`src/hw/gmpi_pkg.sv`:
```
// Shared constants, types and step functions of the byte link
package gmpi_pkg;
	localparam int CLK_NS         = 10;
	localparam int GIG_PERIOD_NS  = 8;
	localparam int FAST_PERIOD_NS = 40;
	localparam int SLOW_PERIOD_NS = 400;
	localparam int BYTE_W         = 8;
	localparam int NIB_W          = 4;
	localparam int CNT_W          = 5;
	localparam logic [1:0] STRAP_SETTLE = 2'h2;

	typedef enum logic [2:0]
	{
		SPD_10   = 3'b001,
		SPD_100  = 3'b010,
		SPD_1000 = 3'b100
	} gmpi_speed_type;

	// Half period of a link clock, rounded down, at least one cycle
	function automatic logic [CNT_W-1:0] half_cycles(input int period_ns);
		int c;
		c = period_ns / 2 / CLK_NS;
		if (c < 1)
			c = 1;
		return c[CNT_W-1:0];
	endfunction : half_cycles

	localparam logic [CNT_W-1:0] GIG_HALF  = half_cycles(GIG_PERIOD_NS);
	localparam logic [CNT_W-1:0] FAST_HALF = half_cycles(FAST_PERIOD_NS);
	localparam logic [CNT_W-1:0] SLOW_HALF = half_cycles(SLOW_PERIOD_NS);

	function automatic logic [CNT_W-1:0] half_of(input gmpi_speed_type sp);
		logic [CNT_W-1:0] h;
		h = SLOW_HALF;
		if (sp == SPD_1000)
			h = GIG_HALF;
		else if (sp == SPD_100)
			h = FAST_HALF;
		return h;
	endfunction : half_of

	typedef struct packed
	{
		logic              dv;
		logic              er;
		logic [BYTE_W-1:0] d;
		logic              ph;
		logic [NIB_W-1:0]  hi;
		logic              take;
	} gmpi_ser_type;

	typedef struct packed
	{
		logic              valid;
		logic              err;
		logic [BYTE_W-1:0] data;
		logic              ph;
		logic [NIB_W-1:0]  lo;
	} gmpi_des_type;

	// One symbol out: a byte, or low then high nibble
	function automatic gmpi_ser_type ser_step(input gmpi_ser_type s,
		input logic gig, input logic valid,
		input logic [BYTE_W-1:0] data, input logic err);
		gmpi_ser_type n;
		n = s;
		if (gig)
		begin
			n.dv = valid;
			n.d = valid ? data : '0;
			n.er = err & valid;
			n.take = valid;
			n.ph = 1'b0;
		end
		else if (s.ph)
		begin
			n.d = {4'h0, s.hi};
			n.ph = 1'b0;
		end
		else
		begin
			n.dv = valid;
			n.d = valid ? {4'h0, data[3:0]} : '0;
			n.hi = data[7:4];
			n.er = err & valid;
			n.take = valid;
			n.ph = valid;
		end
		return n;
	endfunction : ser_step

	// One symbol in: a byte, or low then high nibble
	function automatic gmpi_des_type des_step(input gmpi_des_type s,
		input logic gig, input logic dv,
		input logic [BYTE_W-1:0] d, input logic er);
		gmpi_des_type n;
		n = s;
		if (!dv)
			n.ph = 1'b0;
		else if (gig)
		begin
			n.valid = 1'b1;
			n.data = d;
			n.err = er;
		end
		else if (!s.ph)
		begin
			n.lo = d[3:0];
			n.err = er;
			n.ph = 1'b1;
		end
		else
		begin
			n.valid = 1'b1;
			n.data = {d[3:0], s.lo};
			n.err = s.err | er;
			n.ph = 1'b0;
		end
		return n;
	endfunction : des_step
endpackage : gmpi_pkg

```
`src/hw/gmpi_link_if.sv`:
```
// Pin-level link between the transceiver end and the MAC end
`timescale 1ns/100ps
interface gmpi_link_if;
	logic       gtx_clk;
	logic       tx_en;
	logic       tx_er;
	logic [7:0] txd;
	logic       tx_clk;
	logic       tx_clk_oe;
	logic       rx_clk;
	logic       rx_dv;
	logic       rx_er;
	logic [7:0] rxd;
	logic       crs;
	logic       col;
	logic       phy_oe;
	logic       tx_clk_w;
	logic       rx_clk_w;
	logic       rx_dv_w;
	logic       rx_er_w;
	logic [7:0] rxd_w;
	logic       crs_w;
	logic       col_w;

	// Undriven pins read low
	assign tx_clk_w = tx_clk_oe & tx_clk;
	assign rx_clk_w = phy_oe & rx_clk;
	assign rx_dv_w  = phy_oe & rx_dv;
	assign rx_er_w  = phy_oe & rx_er;
	assign rxd_w    = phy_oe ? rxd : 8'h00;
	assign crs_w    = phy_oe & crs;
	assign col_w    = phy_oe & col;

	modport phy
	(
		input  gtx_clk, tx_en, tx_er, txd,
		output tx_clk, tx_clk_oe, rx_clk, rx_dv, rx_er, rxd, crs, col,
		output phy_oe
	);
	modport mac
	(
		output gtx_clk, tx_en, tx_er, txd,
		input  tx_clk_w, rx_clk_w, rx_dv_w, rx_er_w, rxd_w, crs_w, col_w
	);
endinterface : gmpi_link_if

```
`src/hw/gmpi_phy.sv`:
```
// Transceiver end of the byte link
`timescale 1ns/100ps

// Summary of operation
// [RULE1] Gigabit paths are separate byte-wide groups
// [RULE2] Gigabit speed is never half duplex
// [RULE3] MAC drives the gigabit transmit clock
// [RULE4] Transceiver drives the receive clock
// [RULE5] Transmit group sampled on transmit clock rise; below gigabit the transceiver samples it on transmit clock fall
// [RULE6] Receive group valid at receive clock rise
// [RULE7] Carrier and collision unrelated to link clocks
// [RULE8] Interface strap low selects this interface
// [RULE9] Reference clock strap high enables reference clock
// [RULE10] Isolate floats outputs, ignores inputs, except refclock
// [RULE11] Link has twenty-four signals; this link carries twenty-five
// [RULE12] Transceiver sources transmit clock below gigabit
// [RULE13] Below gigabit the paths carry nibbles
// [RULE14] One byte per clock, valid held whole frame
module gmpi_phy
(
	input  wire logic                    sys_clk,
	input  wire logic                    rstn,
	gmpi_link_if.phy                     link,
	input  wire gmpi_pkg::gmpi_speed_type speed,
	input  wire logic                    half_duplex_req,
	input  wire logic                    isolate_bit,
	input  wire logic                    interface_select_strap,
	input  wire logic                    refclk_output_strap,
	input  wire logic                    line_rx_valid,
	input  wire logic [7:0]              line_rx_data,
	input  wire logic                    line_rx_err,
	output logic                         line_rx_take,
	output logic                         line_tx_valid,
	output logic [7:0]                   line_tx_data,
	output logic                         line_tx_err,
	input  wire logic                    line_crs,
	input  wire logic                    line_col,
	output logic                         gmii_mode,
	output logic                         refclk_enable,
	output logic                         refclk_output_pin,
	output logic                         half_duplex
);
	import gmpi_pkg::*;

	// Rise seen at the end of a pin synchroniser
	function automatic logic rose(input logic [2:0] sy);
		return sy[1] & ~sy[2];
	endfunction : rose

	typedef struct packed
	{
		// Pin synchronisers
		logic [2:0]         gtx_sy;
		logic [1:0]         en_sy;
		logic [1:0]         er_sy;
		logic [1:0][7:0]    txd_sy;
		logic [1:0]         sel_sy;
		logic [1:0]         ref_sy;
		// Strap capture
		logic [1:0]         settle;
		logic               strapped;
		logic               gmii_mode;
		logic               refclk_enable;
		logic               refclk_pin;
		// Link clock dividers
		logic [CNT_W-1:0]   rx_cnt;
		logic               rx_clk;
		logic [CNT_W-1:0]   tx_cnt;
		logic               tx_clk;
		// Symbol paths and status
		gmpi_ser_type       rx;
		gmpi_des_type       tx;
		logic               crs;
		logic               col;
		logic               oe;
		logic               tx_clk_oe;
		logic               half_duplex;
	} gmpi_phy_state_type;

	gmpi_phy_state_type s;
	gmpi_phy_state_type next_s;

	always_comb
	begin
		logic             gig;
		logic             active;
		logic [CNT_W-1:0] half;
		logic             rx_wrap;
		logic             tx_wrap;
		logic             tx_rise;
		logic             tx_fall;
		gig = (speed == SPD_1000);
		half = half_of(speed);
		active = s.gmii_mode & ~isolate_bit;
		rx_wrap = (s.rx_cnt >= half - 5'h01);
		tx_wrap = (s.tx_cnt >= half - 5'h01);
		tx_rise = gig & rose(s.gtx_sy);
		tx_fall = ~gig & s.tx_clk & tx_wrap;
		next_s = s;

		// Pin inputs through two flip-flops, the gigabit transmit clock through three
		next_s.gtx_sy = {s.gtx_sy[1:0], link.gtx_clk};
		next_s.en_sy = {s.en_sy[0], link.tx_en};
		next_s.er_sy = {s.er_sy[0], link.tx_er};
		next_s.txd_sy = {s.txd_sy[0], link.txd};
		next_s.sel_sy = {s.sel_sy[0], interface_select_strap};
		next_s.ref_sy = {s.ref_sy[0], refclk_output_strap};

		// Straps caught once, after they settle
		if (!s.strapped)
		begin
			if (s.settle == STRAP_SETTLE)
			begin
				next_s.strapped = 1'b1;
				next_s.gmii_mode = ~s.sel_sy[1]; // RULE8
				next_s.refclk_enable = s.ref_sy[1]; // RULE9
			end
			else
				next_s.settle = s.settle + 2'h1;
		end

		// Reference clock runs regardless of isolate
		next_s.refclk_pin = s.refclk_enable & ~s.refclk_pin; // RULE9 RULE10

		// Receive clock divider
		if (rx_wrap)
		begin
			next_s.rx_cnt = '0;
			next_s.rx_clk = ~s.rx_clk; // RULE4
		end
		else
			next_s.rx_cnt = s.rx_cnt + 5'h01;

		// Transmit clock divider, used below gigabit only
		if (gig)
		begin
			next_s.tx_cnt = '0;
			next_s.tx_clk = 1'b0;
		end
		else if (tx_wrap)
		begin
			next_s.tx_cnt = '0;
			next_s.tx_clk = ~s.tx_clk; // RULE12
		end
		else
			next_s.tx_cnt = s.tx_cnt + 5'h01;

		// Receive group cleared at once when inactive, else moves on fall
		next_s.rx.take = 1'b0;
		if (!active)
		begin
			next_s.rx = '0; // RULE10
		end
		else if (s.rx_clk & rx_wrap)
		begin
			next_s.rx = ser_step(s.rx, gig, line_rx_valid,
				line_rx_data, line_rx_err); // RULE6 RULE13 RULE14
		end

		// Transmit group capture
		next_s.tx.valid = 1'b0;
		if (!active)
		begin
			next_s.tx.ph = 1'b0; // RULE10
		end
		else if (tx_rise)
		begin
			next_s.tx = des_step(s.tx, 1'b1, s.en_sy[1],
				s.txd_sy[1], s.er_sy[1]); // RULE1 RULE5
		end
		else if (tx_fall)
		begin
			next_s.tx = des_step(s.tx, 1'b0, s.en_sy[1],
				s.txd_sy[1], s.er_sy[1]); // RULE13
		end

		// Duplex and carrier status
		next_s.half_duplex = half_duplex_req & ~gig; // RULE2
		next_s.crs = active & line_crs; // RULE7
		next_s.col = active & line_col & s.half_duplex; // RULE7
		next_s.oe = active; // RULE10 RULE11
		next_s.tx_clk_oe = active & ~gig; // RULE12
	end

	always_ff @(posedge sys_clk or negedge rstn)
	begin
		if (!rstn)
			s <= '0;
		else
			s <= next_s;
	end

	// Link pins
	assign link.tx_clk      = s.tx_clk;
	assign link.tx_clk_oe   = s.tx_clk_oe;
	assign link.rx_clk      = s.rx_clk;
	assign link.rx_dv       = s.rx.dv;
	assign link.rx_er       = s.rx.er;
	assign link.rxd         = s.rx.d;
	assign link.crs         = s.crs;
	assign link.col         = s.col;
	assign link.phy_oe      = s.oe;
	// Line side and status
	assign line_rx_take     = s.rx.take;
	assign line_tx_valid    = s.tx.valid;
	assign line_tx_data     = s.tx.data;
	assign line_tx_err      = s.tx.err;
	assign gmii_mode        = s.gmii_mode;
	assign refclk_enable    = s.refclk_enable;
	assign refclk_output_pin = s.refclk_pin;
	assign half_duplex      = s.half_duplex;
endmodule : gmpi_phy

```
`src/flat_wrapper.sv`:
```
// flat-port wrapper written by rule: the top's interface ports become plain ports
module gmpi_phy_flat import gmpi_pkg::*;
  (sys_clk, rstn, speed, half_duplex_req, isolate_bit, interface_select_strap, refclk_output_strap, line_rx_valid, line_rx_data, line_rx_err, line_rx_take, line_tx_valid, line_tx_data, line_tx_err, line_crs, line_col, gmii_mode, refclk_enable, refclk_output_pin, half_duplex, link_gtx_clk, link_tx_en, link_tx_er, link_txd, link_tx_clk, link_tx_clk_oe, link_rx_clk, link_rx_dv, link_rx_er, link_rxd, link_crs, link_col, link_phy_oe);
  gmpi_link_if link_i ();
  input  wire logic sys_clk;
  input  wire logic rstn;
  input  wire gmpi_pkg::gmpi_speed_type speed;
  input  wire logic half_duplex_req;
  input  wire logic isolate_bit;
  input  wire logic interface_select_strap;
  input  wire logic refclk_output_strap;
  input  wire logic line_rx_valid;
  input  wire logic [7:0] line_rx_data;
  input  wire logic line_rx_err;
  output logic line_rx_take;
  output logic line_tx_valid;
  output logic [7:0] line_tx_data;
  output logic line_tx_err;
  input  wire logic line_crs;
  input  wire logic line_col;
  output logic gmii_mode;
  output logic refclk_enable;
  output logic refclk_output_pin;
  output logic half_duplex;
  input wire logic [$bits(link_i.gtx_clk)-1:0] link_gtx_clk;
  input wire logic [$bits(link_i.tx_en)-1:0] link_tx_en;
  input wire logic [$bits(link_i.tx_er)-1:0] link_tx_er;
  input wire logic [$bits(link_i.txd)-1:0] link_txd;
  output wire logic [$bits(link_i.tx_clk)-1:0] link_tx_clk;
  output wire logic [$bits(link_i.tx_clk_oe)-1:0] link_tx_clk_oe;
  output wire logic [$bits(link_i.rx_clk)-1:0] link_rx_clk;
  output wire logic [$bits(link_i.rx_dv)-1:0] link_rx_dv;
  output wire logic [$bits(link_i.rx_er)-1:0] link_rx_er;
  output wire logic [$bits(link_i.rxd)-1:0] link_rxd;
  output wire logic [$bits(link_i.crs)-1:0] link_crs;
  output wire logic [$bits(link_i.col)-1:0] link_col;
  output wire logic [$bits(link_i.phy_oe)-1:0] link_phy_oe;
  assign link_i.gtx_clk = link_gtx_clk;
  assign link_i.tx_en = link_tx_en;
  assign link_i.tx_er = link_tx_er;
  assign link_i.txd = link_txd;
  assign link_tx_clk = link_i.tx_clk;
  assign link_tx_clk_oe = link_i.tx_clk_oe;
  assign link_rx_clk = link_i.rx_clk;
  assign link_rx_dv = link_i.rx_dv;
  assign link_rx_er = link_i.rx_er;
  assign link_rxd = link_i.rxd;
  assign link_crs = link_i.crs;
  assign link_col = link_i.col;
  assign link_phy_oe = link_i.phy_oe;
  gmpi_phy u_core (.sys_clk(sys_clk), .rstn(rstn), .link(link_i), .speed(speed), .half_duplex_req(half_duplex_req), .isolate_bit(isolate_bit), .interface_select_strap(interface_select_strap), .refclk_output_strap(refclk_output_strap), .line_rx_valid(line_rx_valid), .line_rx_data(line_rx_data), .line_rx_err(line_rx_err), .line_rx_take(line_rx_take), .line_tx_valid(line_tx_valid), .line_tx_data(line_tx_data), .line_tx_err(line_tx_err), .line_crs(line_crs), .line_col(line_col), .gmii_mode(gmii_mode), .refclk_enable(refclk_enable), .refclk_output_pin(refclk_output_pin), .half_duplex(half_duplex));
endmodule
```
`config.mk`:
```
export PLATFORM = sky130hd
export DESIGN_NAME = gmpi_phy_flat
export DESIGN_NICKNAME = d
export VERILOG_FILES = /design/src/hw/gmpi_pkg.sv /design/src/hw/gmpi_link_if.sv /design/src/hw/gmpi_phy.sv /design/src/flat_wrapper.sv
export SDC_FILE = /design/constraint.sdc
export NUM_CORES = 1
export LEC_CHECK = 0
export BUFFER_PORTS_ARGS = -buffer_cell sky130_fd_sc_hd__buf_2
export CORE_ASPECT_RATIO = 1.5
export CORE_MARGIN = 4
export CORE_UTILIZATION = 50
export DETAILED_ROUTE_END_ITERATION = 16
export GPL_ROUTABILITY_DRIVEN = 0
export PLACE_DENSITY = 0.72
export SETUP_SLACK_MARGIN = 0.02
export SYNTH_ARGS = -nofsm -noshare
export SYNTH_HDL_FRONTEND = slang
export SYNTH_SLANG_ARGS = --single-unit
```
`constraint.sdc`:
```
create_clock -name sys_clk -period 2.3 [get_ports sys_clk]
set_input_delay 0.23 -clock sys_clk [delete_from_list [all_inputs] [get_ports sys_clk]]
set_output_delay 0.23 -clock sys_clk [all_outputs]
set_load 0.02 [all_outputs]
```
==> results.md <==
* P_leak at roughly 0.0020 uW
* Crit-path slowest cell: dfrtp_1
* Crit path time final at ~2100 ps
* Row Count at 36
* Total CTS buffers at 9
* Layout area overhead at 20.4%
* Int Power at 2470 uW
* Final Skew at 9.57 ps
* H-tree depth at 3
* Die Y at about 110 um
* EDFF count, synth at 0
* Reg clk slew, reported paths at roughly 80 ps
* Largest net degree at the start of global routing at 50
* DIE WIDTH at 75 um
* Starting density of the core at 0.516
* Synth area leader: dfrtp_1
* Slew margin rel. at 0.583
* Final ANT Viol Nets at 0
* Crit Path Max Fanout at 8
* Final Setup Violations at 0
* Switching power at about 1000 uW
* CP Capture Type: register
* Crit-path cells: ha_1 -> o21a_1 -> o21a_1 -> o311a_4 -> buf_4 -> a22o_1 -> mux2_2
* FF+latch count, synth at 81
* Post-synth ARST share at 1.00
* Total number of yosys warnings at 0
* Worst Path Buf+Inv at 1
* RSZ-0062 raised after global routing: false
* WP data arrival at 2360 ps
* Sw frac at 0.290
* Mapped Cells at 283
* Port bufs at slightly above 60
* Routed via count at approximately 2,300
* Die ar. at 0.00814 mm^2
* Fmax at 470 MHz
* CTS tree: built
* CP most frequent cell: o21a_1
* Slew @ Worst Pin at 626 ps
* Post-Syn Area at 0.00337 mm^2
* Reg2Reg Setup Slack at 170 ps
* Nets at 398
* WHS at 93.7 ps
* GRT Overall Usage at 0.174
* Power after layout at 3480 uW
* Syn avg cell area at 11.9 um^2
* Drt total wl at 6.24 mm
* Clock power share at 0.288
* Combinational share of power at 0.213
* CORE AREA at 0.00653 mm^2
* Sink Count at 81
* Hold Vio Cnt, Final at 0
* # diodes at 0
* Worst-Skew Late Latency at between 300 and 400 ps
* Vias per cell at ~5.2
* # IOs at 63
* Final Max Tran Viols at 0
* Max-cap viol count at 0
* Kind of critical path: reg -> reg
* DP Wirelength at 4.38 mm
* Seq/Total Area, Yosys at 0.602
* WP data required at around 2500 ps
* Top cells by area, synth: dfrtp_1, mux2_2, ha_1
* Detailed Routing Iterations Pass 1 at 4
* Sequential power share at 0.499
* First-pass GRT wire length at 10.7 mm
* Critical Path Start Type: register
* DP Area at 0.00371 mm^2
* First DRT Iteration DRCs at 90
* Hold Path Class: in -> reg
* Initial antenna violation count at 0
* Root buffer cell: clkbuf_8
* Synth cell types at 37
* DRC Markers at 0
* Design area at 0.00406 mm^2
* Fin crit share at 0.926
* PD cells at about 860 mW/mm^2
* Status: complete, no violations
* Cell family with most CP delay: compound AO/OA/AOI/OAI gates
* Crit-path max cell delay at 420 ps
* Share of cells above drive strength 1 at 0.294
* Peak supply drop at around 0.5 mV
* Max clock buf depth at 2
* Routed len/inst at roughly 14 um
* Post-synth top area share at 0.602
* Ys flop type: dfrtp_1
* Vias in the first global route at between 2,000 and 2,500
* Total grt overflow at 0
==> logic make-up after synthesis <==
kind of cell / Yosys count / share of synthesized area
other cells: 1 / 0.00111
flops: 81 / 0.602
fa+ha+maj: 11 / 0.0409
buf+inv: 35 / 0.0602
simple gates: 83 / 0.120
mux: 14 / 0.0465
compound gates: 48 / 0.103
xor+xnor: 10 / 0.0260
==> metal layers <==
metal | vias to the layer above | GRT usage | share of wire
met2 | 51 | 0.276 | 0.52
met5 | - | 0 | 0
li1 | 1100 | - | -
met1 | 1115 | 0.220 | 0.42
met4 | 0 | 0.0687 | 0.013
met3 | 6 | 0.0521 | 0.046
==> layout by cell type (no fill, tap or decap), drive strengths merged, types with 12 or more instances in the layout <==
cell type and n:
o21ai 13, buf 73, dlygate4sd3 14, mux2 13, nand3 16, a21oi 12, nor2 21, dfrtp 81
nand2 17
==> repair_timing <==
item,CTS,global route
endpoints found under the setup margin,0,4
gates resized for setup,0,1
endpoints found under the hold margin,61,0
hold buffers,14,0
buffers inserted,0,0
==> power groups by stage <==
stage	registers [uW]	logic (uW)	clock network [uW]
6_report	1740	740	1000
5_1_grt	1760	841	1110
4_1_cts	1740	741	1050
3_5_place_dp	1760	717	0
3_3_place_gp	1760	690	0
2_1_floorplan	1760	484	0
==> worst register-to-register path, stage by stage, from the launching register on <==
cell and delay, ps:
dfrtp_1 420, ha_1 280, o21a_1 110, o21a_1 190, o311a_4 350, buf_4 180
a22o_1 230, mux2_2 260
==> sequential cells by signal, indices dropped and copies added, names as in the netlist <==
signal / flops
u_core.link.phy_oe: 1
u_core.link.tx_clk_oe: 1
u_core.refclk_enable: 1
u_core.link.col: 1
u_core.s: 36
u_core.link.rx_dv: 1
u_core.link.crs: 1
u_core.link.rx_er: 1
u_core.half_duplex: 1
u_core.line_tx_data: 8
u_core.line_rx_take: 1
u_core.link.tx_clk: 1
u_core.next_s: 14
u_core.link.rx_clk: 1
u_core.refclk_output_pin: 1
u_core.gmii_mode: 1
u_core.link.rxd: 8
u_core.line_tx_valid: 1
u_core.line_tx_err: 1
==> layout make-up <==
cell class / instances / area [um^2]
flip-flops and latches: 81 / 2030
clock inverters: 5 / 55.1
well taps: 76 / 95.1
clock buffers: 11 / 141
inverters: 8 / 30.0
repair buffers: 87 / 561
multi-input cells: 168 / 1150
fillers: 532 / 2480
==> Yosys cell counts (3+ instances only) <==
library cell	n
a311oi_1	4
and3_1	3
a22o_1	8
nand2b_1	9
xor2_1	6
dfrtp_1	81
nor2b_1	3
o21a_1	4
nor2_1	21
nand4_1	6
buf_2	3
o21ai_0	13
nand3_1	16
xnor2_1	4
clkbuf_1	6
buf_4	16
a21oi_1	12
ha_1	11
mux2_2	13
inv_1	7
nand2_1	17
==> per-stage QoR <==
step / setup slack, ps / std cells / util / setup TNS [ps]
floorplan: 83.5 / 284 / - / 0
global placement: 4.94 / 406 / 0.569 / 0
detailed placement: -95.5 / 406 / 0.569 / -756
CTS: 156 / 436 / 0.620 / 0
global route: 90.8 / 436 / 0.621 / 0
finish: 171 / 436 / 0.621 / 0
==> final timing paths <==
kind,start,endpoint,cells past startpoint
min in group asynchronous,rstn,u_core.s[47],2
max in group asynchronous,rstn,u_core.s[55],3
max reg2reg,u_core.s[40],u_core.line_tx_data[4],7
min reg2reg,u_core.next_s[73],u_core.s[73],0
min,line_crs,u_core.link.crs,2
max,u_core.s[40],u_core.line_tx_data[4],7
No activity file was read; power rests on OpenSTA's default activity.
